==> src/rtl/ccbt_consts.vh <==
`ifndef CCBT_CONSTS_VH
`define CCBT_CONSTS_VH
// ----------------------------------------
// register word offsets (byte address = 4 * index)
// ----------------------------------------
`define CCBT_IDX_COUNTER 4'h0
`define CCBT_IDX_CTRL0 4'h1
`define CCBT_IDX_CTRL1 4'h2
`define CCBT_IDX_DIVIDER 4'h3
`define CCBT_IDX_RESETCMP 4'h4
`define CCBT_IDX_CH0CMP 4'h5
`define CCBT_IDX_CH0WAVE 4'h6
`define CCBT_IDX_FUNC 4'h7
`define CCBT_IDX_STATUS 4'h8
`define CCBT_IDX_PRESC 4'h9
// ----------------------------------------
// control 0 fields
// ----------------------------------------
`define CCBT_C0_SRC_LO 0
`define CCBT_C0_SRC_HI 1
`define CCBT_C0_RSTREG 2
`define CCBT_C0_OVSEL 3
// ----------------------------------------
// control 1 fields
// ----------------------------------------
`define CCBT_C1_RUN 0
`define CCBT_C1_CH0RST 1
`define CCBT_C1_EXTRST 2
`define CCBT_C1_DIR_LO 3
`define CCBT_C1_DIR_HI 4
// ----------------------------------------
// channel 0 waveform control fields
// ----------------------------------------
`define CCBT_W_MODE_LO 0
`define CCBT_W_MODE_HI 1
`define CCBT_W_INV 2
`define CCBT_W_LVL 3
// ----------------------------------------
// function / status / prescale fields
// ----------------------------------------
`define CCBT_F_SEL 0
`define CCBT_F_EN 1
`define CCBT_S_IRQ 0
`define CCBT_P_EN 8
// ----------------------------------------
// encodings and values
// ----------------------------------------
`define CCBT_SRC_STOP 2'b00
`define CCBT_SRC_F1 2'b01
`define CCBT_SRC_QUAD 2'b10
`define CCBT_DIR_UP 2'b00
`define CCBT_DIR_UPDN 2'b01
`define CCBT_DIR_QUAD 2'b10
`define CCBT_WAVE_SINGLE 2'b00
`define CCBT_WAVE_SR 2'b11
`define CCBT_ZERO16 16'h0000
`define CCBT_MAX16 16'hffff
`define CCBT_OV_BIT14 14
`define CCBT_OV_BIT15 15
`define CCBT_CH0_DELAY 2'h2
`endif

==> src/rtl/ccbt_divider.v <==
`timescale 1ns/1ps
`include "ccbt_consts.vh"
module ccbt_divider #(
    parameter W = 8
) (
    input wire core_clk,
    input wire rst,
    input wire clear,
    input wire tick_in,
    input wire [W-1:0] divide,
    output reg tick_out
);
    reg [W-1:0] cnt_reg;
    // ----------------------------------------
    // divide ticks by divide+1
    // ----------------------------------------
    always @(posedge core_clk or posedge rst)
    begin
        if (rst)
        begin
            cnt_reg <= {W{1'b0}};
            tick_out <= 1'b0;
        end
        else if (clear)
        begin
            cnt_reg <= {W{1'b0}};
            tick_out <= 1'b0;
        end
        else
        begin
            tick_out <= 1'b0;
            if (tick_in)
            begin
                if (cnt_reg >= divide)
                begin
                    cnt_reg <= {W{1'b0}};
                    tick_out <= 1'b1;
                end
                else
                    cnt_reg <= cnt_reg + {{(W-1){1'b0}}, 1'b1};
            end
        end
    end
endmodule // ccbt_divider

==> src/rtl/ccbt_quad.v <==
`timescale 1ns/1ps
module ccbt_quad (
    input wire core_clk,
    input wire rst,
    input wire a_in,
    input wire b_in,
    output reg a_s,
    output reg step,
    output reg down
);
    reg a_m;
    reg b_m;
    reg b_s;
    reg a_d;
    reg b_d;
    // ----------------------------------------
    // sync and decode quadrature edges
    // ----------------------------------------
    always @(posedge core_clk or posedge rst)
    begin
        if (rst)
        begin
            a_m <= 1'b0;
            b_m <= 1'b0;
            a_s <= 1'b0;
            b_s <= 1'b0;
            a_d <= 1'b0;
            b_d <= 1'b0;
            step <= 1'b0;
            down <= 1'b0;
        end
        else
        begin
            a_m <= a_in;
            b_m <= b_in;
            a_s <= a_m;
            b_s <= b_m;
            a_d <= a_s;
            b_d <= b_s;
            step <= (a_s ^ a_d) ^ (b_s ^ b_d);
            // a leads b: up; b leads a: down
            // direction held until the next edge so a divided tick sees it
            if ((a_s ^ a_d) | (b_s ^ b_d))
                down <= (a_s ^ a_d) ? (a_s == b_s) : (a_s != b_s);
        end
    end
endmodule // ccbt_quad

==> src/rtl/ccbt_base_timer.v <==
`timescale 1ns/1ps
`include "ccbt_consts.vh"
module ccbt_base_timer #(
    parameter DIV_W = 8
) (
    input wire core_clk,
    input wire rst,
    input wire [5:0] avs_address,
    input wire avs_read,
    input wire avs_write,
    input wire [31:0] avs_writedata,
    input wire [3:0] avs_byteenable,
    output reg [31:0] avs_readdata,
    output reg avs_waitrequest,
    input wire ext_reset_pin,
    input wire quad_input_a,
    input wire quad_input_b,
    output reg timer_irq,
    output reg chan0_out,
    output reg chan1_out,
    output reg capture_tick
);
    reg [15:0] timer_counter_value;
    reg [1:0] count_source_sel;
    reg reset_reg_reset_en;
    reg overflow_bit_sel;
    reg timer_run;
    reg chan0_match_reset_en;
    reg ext_pin_reset_en;
    reg [1:0] count_direction_mode;
    reg [DIV_W-1:0] divide_setting;
    reg [15:0] reset_compare_value;
    reg [15:0] chan0_compare_value;
    reg [1:0] waveform_mode;
    reg output_invert_en;
    reg default_level;
    reg chan_function_sel;
    reg chan_enable;
    reg [1:0] chan1_mode_reg;
    reg [DIV_W-1:0] presc_div_reg;
    reg prescale_en;
    reg irq_flag_reg;
    reg dn_reg;
    reg [1:0] ch0_pend_reg;
    reg ext_m_reg;
    reg ext_s_reg;
    reg wave_reg;
    reg [DIV_W-1:0] presc_cnt_reg;
    reg ack_reg;
    reg [15:0] cnt_next;
    reg dn_next;
    reg reset_hit;
    reg irq_set;
    wire a_sync;
    wire q_step;
    wire q_down;
    wire bt_tick;
    wire src_tick;
    wire running;
    wire acc;
    wire [3:0] idx;
    wire wr;
    // ----------------------------------------
    // helpers
    // ----------------------------------------
    function sel_hit;
        input [3:0] a;
        input [3:0] b;
        begin
            sel_hit = (a == b);
        end
    endfunction
    assign acc = (avs_read | avs_write) & ~ack_reg;
    assign idx = avs_address[5:2];
    assign wr = avs_write & ~ack_reg & avs_byteenable[0];
    assign running = timer_run & (count_source_sel != `CCBT_SRC_STOP);
    // ----------------------------------------
    // count source
    // ----------------------------------------
    ccbt_quad u_quad (
        .core_clk(core_clk),
        .rst(rst),
        .a_in(quad_input_a),
        .b_in(quad_input_b),
        .a_s(a_sync),
        .step(q_step),
        .down(q_down)
    );
    assign src_tick = (count_source_sel == `CCBT_SRC_QUAD) ? q_step : 1'b1;
    ccbt_divider #(.W(DIV_W)) u_div (
        .core_clk(core_clk),
        .rst(rst),
        .clear(~running),
        .tick_in(src_tick),
        .divide(divide_setting),
        .tick_out(bt_tick)
    );
    // ----------------------------------------
    // next count
    // ----------------------------------------
    always @*
    begin
        cnt_next = timer_counter_value;
        dn_next = dn_reg;
        reset_hit = 1'b0;
        irq_set = 1'b0;
        if (bt_tick)
        begin
            case (count_direction_mode)
                `CCBT_DIR_UPDN:
                begin
                    if (!dn_reg && timer_counter_value == `CCBT_MAX16)
                    begin
                        dn_next = 1'b1;
                        cnt_next = timer_counter_value - 16'h0001;
                    end
                    else if (dn_reg && timer_counter_value == `CCBT_ZERO16)
                    begin
                        dn_next = 1'b0;
                        cnt_next = timer_counter_value + 16'h0001;
                    end
                    else if (dn_reg)
                        cnt_next = timer_counter_value - 16'h0001;
                    else
                        cnt_next = timer_counter_value + 16'h0001;
                end
                `CCBT_DIR_QUAD:
                    cnt_next = q_down ? timer_counter_value - 16'h0001
                        : timer_counter_value + 16'h0001;
                default:
                    cnt_next = timer_counter_value + 16'h0001;
            endcase
            if (overflow_bit_sel ? (timer_counter_value[`CCBT_OV_BIT15] & ~cnt_next[`CCBT_OV_BIT15])
                : (timer_counter_value[`CCBT_OV_BIT14] & ~cnt_next[`CCBT_OV_BIT14]))
                irq_set = 1'b1;
            if (reset_reg_reset_en && timer_counter_value == reset_compare_value)
            begin
                reset_hit = 1'b1;
                irq_set = 1'b1;
            end
            if (ch0_pend_reg == `CCBT_CH0_DELAY)
                reset_hit = 1'b1;
        end
        if (ext_pin_reset_en && !ext_s_reg)
            reset_hit = 1'b1;
        if (reset_hit)
            cnt_next = `CCBT_ZERO16;
    end
    // ----------------------------------------
    // timer and registers
    // ----------------------------------------
    always @(posedge core_clk or posedge rst)
    begin
        if (rst)
        begin
            timer_counter_value <= `CCBT_ZERO16;
            count_source_sel <= `CCBT_SRC_STOP;
            reset_reg_reset_en <= 1'b0;
            overflow_bit_sel <= 1'b0;
            timer_run <= 1'b0;
            chan0_match_reset_en <= 1'b0;
            ext_pin_reset_en <= 1'b0;
            count_direction_mode <= `CCBT_DIR_UP;
            divide_setting <= {DIV_W{1'b0}};
            reset_compare_value <= `CCBT_ZERO16;
            chan0_compare_value <= `CCBT_ZERO16;
            waveform_mode <= `CCBT_WAVE_SINGLE;
            output_invert_en <= 1'b0;
            default_level <= 1'b0;
            chan_function_sel <= 1'b0;
            chan_enable <= 1'b0;
            chan1_mode_reg <= `CCBT_WAVE_SINGLE;
            presc_div_reg <= {DIV_W{1'b0}};
            prescale_en <= 1'b0;
            irq_flag_reg <= 1'b0;
            dn_reg <= 1'b0;
            ch0_pend_reg <= 2'h0;
            ext_m_reg <= 1'b1;
            ext_s_reg <= 1'b1;
            ack_reg <= 1'b0;
        end
        else
        begin
            ext_m_reg <= ext_reset_pin;
            ext_s_reg <= ext_m_reg;
            ack_reg <= acc;
            if (!timer_run)
            begin
                timer_counter_value <= `CCBT_ZERO16;
                dn_reg <= 1'b0;
                ch0_pend_reg <= 2'h0;
            end
            else if (wr && sel_hit(idx, `CCBT_IDX_COUNTER))
                timer_counter_value <= avs_writedata[15:0];
            else if (running)
            begin
                timer_counter_value <= cnt_next;
                dn_reg <= reset_hit ? 1'b0 : dn_next;
                if (bt_tick)
                begin
                    if (reset_hit)
                        ch0_pend_reg <= 2'h0;
                    else if (ch0_pend_reg != 2'h0)
                        ch0_pend_reg <= ch0_pend_reg + 2'h1;
                    else if (chan0_match_reset_en
                        && timer_counter_value == chan0_compare_value)
                        ch0_pend_reg <= 2'h1;
                end
            end
            if (irq_set && running)
                irq_flag_reg <= 1'b1;
            else if (wr && sel_hit(idx, `CCBT_IDX_STATUS) && avs_writedata[`CCBT_S_IRQ])
                irq_flag_reg <= 1'b0;
            if (wr && sel_hit(idx, `CCBT_IDX_CTRL0))
            begin
                count_source_sel <= avs_writedata[`CCBT_C0_SRC_HI:`CCBT_C0_SRC_LO];
                reset_reg_reset_en <= avs_writedata[`CCBT_C0_RSTREG];
                overflow_bit_sel <= avs_writedata[`CCBT_C0_OVSEL];
            end
            if (wr && sel_hit(idx, `CCBT_IDX_CTRL1))
            begin
                timer_run <= avs_writedata[`CCBT_C1_RUN];
                chan0_match_reset_en <= avs_writedata[`CCBT_C1_CH0RST];
                ext_pin_reset_en <= avs_writedata[`CCBT_C1_EXTRST];
                count_direction_mode <= avs_writedata[`CCBT_C1_DIR_HI:`CCBT_C1_DIR_LO];
            end
            if (wr && sel_hit(idx, `CCBT_IDX_DIVIDER))
                divide_setting <= avs_writedata[DIV_W-1:0];
            if (wr && sel_hit(idx, `CCBT_IDX_RESETCMP))
                reset_compare_value <= avs_writedata[15:0];
            if (wr && sel_hit(idx, `CCBT_IDX_CH0CMP))
                chan0_compare_value <= avs_writedata[15:0];
            if (wr && sel_hit(idx, `CCBT_IDX_CH0WAVE))
            begin
                waveform_mode <= avs_writedata[`CCBT_W_MODE_HI:`CCBT_W_MODE_LO];
                output_invert_en <= avs_writedata[`CCBT_W_INV];
                default_level <= avs_writedata[`CCBT_W_LVL];
            end
            if (wr && sel_hit(idx, `CCBT_IDX_CH0WAVE + 4'h8)
                && waveform_mode != `CCBT_WAVE_SR)
                chan1_mode_reg <= avs_writedata[`CCBT_W_MODE_HI:`CCBT_W_MODE_LO];
            if (wr && sel_hit(idx, `CCBT_IDX_FUNC))
            begin
                chan_function_sel <= avs_writedata[`CCBT_F_SEL];
                chan_enable <= avs_writedata[`CCBT_F_EN];
            end
            if (wr && sel_hit(idx, `CCBT_IDX_PRESC))
            begin
                presc_div_reg <= avs_writedata[DIV_W-1:0];
                prescale_en <= avs_writedata[`CCBT_P_EN];
            end
        end
    end
    // ----------------------------------------
    // channel 0 waveform and capture prescaler
    // ----------------------------------------
    always @(posedge core_clk or posedge rst)
    begin
        if (rst)
        begin
            wave_reg <= 1'b0;
            chan0_out <= 1'b0;
            chan1_out <= 1'b0;
            presc_cnt_reg <= {DIV_W{1'b0}};
            capture_tick <= 1'b0;
            timer_irq <= 1'b0;
        end
        else
        begin
            timer_irq <= irq_flag_reg;
            // ch0 toggles on match unless it serves as the reset period
            if (!(chan_enable && !chan_function_sel))
                wave_reg <= default_level;
            else if (wr && sel_hit(idx, `CCBT_IDX_CH0WAVE))
                wave_reg <= avs_writedata[`CCBT_W_LVL];
            else if (bt_tick && !chan0_match_reset_en
                && timer_counter_value == chan0_compare_value)
                wave_reg <= ~wave_reg;
            chan0_out <= wave_reg ^ output_invert_en;
            chan1_out <= 1'b0;
            capture_tick <= 1'b0;
            if (!prescale_en)
                presc_cnt_reg <= {DIV_W{1'b0}};
            else if (bt_tick && a_sync)
            begin
                // first interval is presc_div_reg+1 ticks like the rest because count starts at 0
                if (presc_cnt_reg >= presc_div_reg)
                begin
                    presc_cnt_reg <= {DIV_W{1'b0}};
                    capture_tick <= 1'b1;
                end
                else
                    presc_cnt_reg <= presc_cnt_reg + {{(DIV_W-1){1'b0}}, 1'b1};
            end
        end
    end
    // ----------------------------------------
    // avalon slave, one wait cycle
    // ----------------------------------------
    always @(posedge core_clk or posedge rst)
    begin
        if (rst)
        begin
            avs_readdata <= 32'h00000000;
            avs_waitrequest <= 1'b1;
        end
        else
        begin
            avs_waitrequest <= ~acc;
            if (acc && avs_read)
            begin
                avs_readdata <= 32'h00000000;
                if (sel_hit(idx, `CCBT_IDX_COUNTER))
                    avs_readdata[15:0] <= timer_counter_value;
                else if (sel_hit(idx, `CCBT_IDX_CTRL0))
                    avs_readdata[3:0] <= {overflow_bit_sel, reset_reg_reset_en,
                        count_source_sel};
                else if (sel_hit(idx, `CCBT_IDX_CTRL1))
                    avs_readdata[4:0] <= {count_direction_mode, ext_pin_reset_en,
                        chan0_match_reset_en, timer_run};
                else if (sel_hit(idx, `CCBT_IDX_DIVIDER))
                    avs_readdata[DIV_W-1:0] <= divide_setting;
                else if (sel_hit(idx, `CCBT_IDX_RESETCMP))
                    avs_readdata[15:0] <= reset_compare_value;
                else if (sel_hit(idx, `CCBT_IDX_CH0CMP))
                    avs_readdata[15:0] <= chan0_compare_value;
                else if (sel_hit(idx, `CCBT_IDX_CH0WAVE))
                    avs_readdata[3:0] <= {default_level, output_invert_en, waveform_mode};
                else if (sel_hit(idx, `CCBT_IDX_FUNC))
                    avs_readdata[1:0] <= {chan_enable, chan_function_sel};
                else if (sel_hit(idx, `CCBT_IDX_STATUS))
                    avs_readdata[0] <= irq_flag_reg;
                else if (sel_hit(idx, `CCBT_IDX_PRESC))
                    avs_readdata[8:0] <= {prescale_en, presc_div_reg};
            end
        end
    end
endmodule // ccbt_base_timer

==> config.mk <==
export PLATFORM = sky130hd
export DESIGN_NAME = ccbt_base_timer
export DESIGN_NICKNAME = d
export VERILOG_FILES = /design/src/rtl/ccbt_divider.v /design/src/rtl/ccbt_quad.v /design/src/rtl/ccbt_base_timer.v
export VERILOG_INCLUDE_DIRS = /design/src /design/src/rtl
export SDC_FILE = /design/constraint.sdc
export NUM_CORES = 1
export LEC_CHECK = 0
export ABC_CLOCK_PERIOD_IN_PS = 6050
export BUFFER_PORTS_ARGS = -buffer_cell sky130_fd_sc_hd__buf_2
export CAP_MARGIN = 20
export CORE_ASPECT_RATIO = 1.2
export CORE_MARGIN = 2
export CORE_UTILIZATION = 59
export CTS_CLUSTER_DIAMETER = 150
export DETAILED_ROUTE_END_ITERATION = 10
export PLACE_DENSITY = 0.8
export RECOVER_POWER = 50
export SYNTH_ARGS = -nofsm -noshare
export SYNTH_HDL_FRONTEND = slang
export SYNTH_SLANG_ARGS = --single-unit
==> constraint.sdc <==
create_clock -name core_clk -period 6.05 [get_ports core_clk]
set_clock_uncertainty 0.2 [all_clocks]
set_input_delay 1.21 -clock core_clk [delete_from_list [all_inputs] [get_ports core_clk]]
set_output_delay 1.21 -clock core_clk [all_outputs]
set_load 0.01 [all_outputs]
==> impl_metrics.csv <==
group,metric,value,unit
outcome,run_status,"finished clean",
place,port-buffer-count,47,
critical_path,critPathCaptureType,"flop",
clocking,cts.sink_count,133,
timing,rsz_0062_raised_after_global_routing,"no",
routing,ant_nets,0,
clocking,clkLatencyLatePin,0.43,ns
clocking,cts_tree,"done",
synthesis,post-synth-top-area-cell,"dfrtp_1",
timing,finalWorstPathRequiredPeriod,3.72,ns
clocking,h-tree-depth,4,
timing,post-route-worst-setup-slack,2.33,ns
synthesis,synth.yosys.warnings,0,
global_route,grt.overflow.total,0,
synthesis,synthAdderAreaFrac,4.19,%
place,detailed_place.area,0.00801,sq mm
global_route,number_of_antenna_violations_at_the_first_check_in_global_routing,0,
floorplanning,dieArea,0.0141,sq mm
timing,setup-tns-final,0,ns
synthesis,synth_xor_area_share,4.73,%
place,dp.cells,964,
flow_run,drv.max_cap_violation_count,0,
pwr,power.density_cell_area,305,mW/mm^2
layout,fillCellCount,1006,
layout,drive_gt1_share,16.4,%
clocking,cts.path.max_buffers,2,
clocking,clk_pin_slew,0.05,ns
synthesis,synth_compound_gate_area_share,16.8,%
critical_path,path_max_fanout,17,
pwr,maximum_vdd_drop,178,uV
place,place_hpwl,14200,um
place,globalplace.congestion,0.941,
timing,setup_viol_count_final,0,
floorplanning,die_w,109,um
floorplanning,initial_utilization,60.8,%
routing,drc,0,
routing,via_count,6413,
synthesis,ys_seq_elements,133,
min_path,timing.hold.worst.class,"flop to flop",
floorplanning,floorplan.die.height,130,um
clocking,cts_hold_buffers,0,
global_route,grt_pass1_wl,32800,um
place,place_ws,2.14,ns
timing,hold_viol_final,0,
pwr,power.leakage,3.74,nW
critical_path,timing.critical_path.required,6.17,ns
synthesis,yosys-top-cells-area,"dfrtp_1 (42%), mux2_2 (8.8%), ha_1 (4.2%), xnor2_1 (3.7%), nand2_1 (3.6%)",
critical_path,arrival,3.84,ns
synthesis,ys.flop_type,"dfrtp_1",
global_route,via_count_of_the_first_global_routing_pass,6244,
timing,period_share,61.5,%
synthesis,synth_cells,792,
synthesis,synth_cell_types,68,
synthesis,netlist_area,0.00777,sq mm
synthesis,async_reset_ff_share,100,%
timing,max_slew_margin,34.2,%
synthesis,synth-edff-count,0,
layout,final_nets,895,
clocking,cts_buffers,17,
synthesis,muxShareOfSynthArea,10.3,%
layout,final_cell_count_no_fill,997,
routing,vias_per_cell,6.43,
layout,postLayoutCellArea,0.00852,sq mm
critical_path,timing.critical_path.from_type,"input pin",
synthesis,ys_top_cells_by_count,"dfrtp_1 (130), nand2_1 (74), mux2_2 (61)",
global_route,grt_use_total,30.5,%
floorplanning,rows,45,
layout,syn2layout_area_growth,9.61,%
routing,route.final.wire_length,20200,um
clocking,cts_root_buf,"clkbuf_16",
floorplanning,core,0.0128,sq mm
layout,antenna_cells_inserted,0,
clocking,postCtsSetupBuffers,0,
timing,slew_of_the_pin_with_the_lowest_slew_margin,0.978,ns
critical_path,critPathKind,"input pin to flop",
timing,fmax,0.269,GHz
floorplanning,io_pins,86,
routing,drt_pre_antenna_iters,5,
clocking,post_cts_resize_count,0,
synthesis,combinational_family_with_the_most_area_after_synthesis,"compound AO/OA/AOI/OAI gates",
synthesis,synth_top_area_share,41.9,%
synthesis,synth.avg_cell_area,9.81,sq um
synthesis,yosysSeqAreaShare,42.9,%
timing,final_slew_viol_count,0,
routing,wire_per_inst,20.3,um
synthesis,yosysMostFrequentCell,"dfrtp_1",
global_route,grt_max_degree,99,
synthesis,yosys.area_share.simple,14.9,%
routing,dr.first_iter.drc_count,675,
-- area by class of cell --
class                           count  area (sq um)  share of cell area, %
Timing Repair Buffer               54           259                   3.04
Clock buffer                       28           517                   6.07
Multi-Input combinational cell    574          4030                   47.3
Clock inverter                      4          22.5                  0.264
Sequential cell                   133          3330                   39.1
Inverter                           40           155                   1.82
Tap cell                          164           205                   2.41
-- report_power, final --
| group | internal [mW] | switching (mW) | total (mW) |
|---|---|---|---|
| clock network | 0.575 | 0.370 | 0.945 |
| logic | 0.219 | 0.317 | 0.536 |
| registers | 1.00 | 0.114 | 1.12 |
-- kinds of logic (layout without fill, tap and decap cells) --
family | count (synthesis) | after routing
AO/OA/AOI/OAI | 188 | 188
AND/OR/NAND/NOR | 231 | 231
flip-flops | 133 | 133
XOR/XNOR | 42 | 42
buffers and inverters | 101 | 126
other | 1 | 17
adder cells (fa/ha/maj) | 26 | 26
multiplexers | 70 | 70
-- stage by stage --
step | util (%) | total power [mW] | hold slack, ns
after floorplan | - | 1.49 | 0.131
after global placement | 62.6 | 1.63 | 0.133
after detailed placement | 62.6 | 1.66 | 0.149
after CTS | 66.9 | 2.60 | 0.159
after global routing | 66.7 | 2.71 | 0.163
final | 66.7 | 2.60 | 0.156
-- routing by layer --
layer	up-vias	GRT usage, %	wire, um
li1	2893	-	-
met1	3171	39.3	8300
met2	292	48.5	9820
met3	57	7.84	1490
met4	0	13.7	616
met5	-	0	0
-- worst paths after layout --
path / from / endpoint / slack [ns] / depth (start not counted)
max: avs_address[4] / dn_reg / 2.33 / 7
min: u_quad.b_m / u_quad.b_s / 0.16 / 0
max reg2reg: timer_counter_value[3] / timer_counter_value[13] / 2.75 / 7
min reg2reg: u_quad.b_m / u_quad.b_s / 0.16 / 0
max in group asynchronous: rst / avs_waitrequest / 3.83 / 3
min in group asynchronous: rst / u_quad.down / 0.78 / 2
-- layout by cell type (no fill, tap or decap), types with 26 or more instances in the layout --
master,synthesis,layout
buf_2,13,27
o21ai_0,43,44
clkbuf_1,26,27
mux2_2,61,61
dfrtp_1,130,130
a22oi_1,31,31
nand2_1,74,74
xnor2_1,33,33
inv_1,40,39
nor2_1,43,43
ha_1,26,26
-- worst max-delay path: stages --
cell      delay, ns
clkbuf_1       0.18
or2_0          0.52
nor3_2         0.66
nand2_1        0.23
nor2_2         0.63
nor2b_1        0.14
a41o_1         0.27
Power figures use the tool's default switching activity.
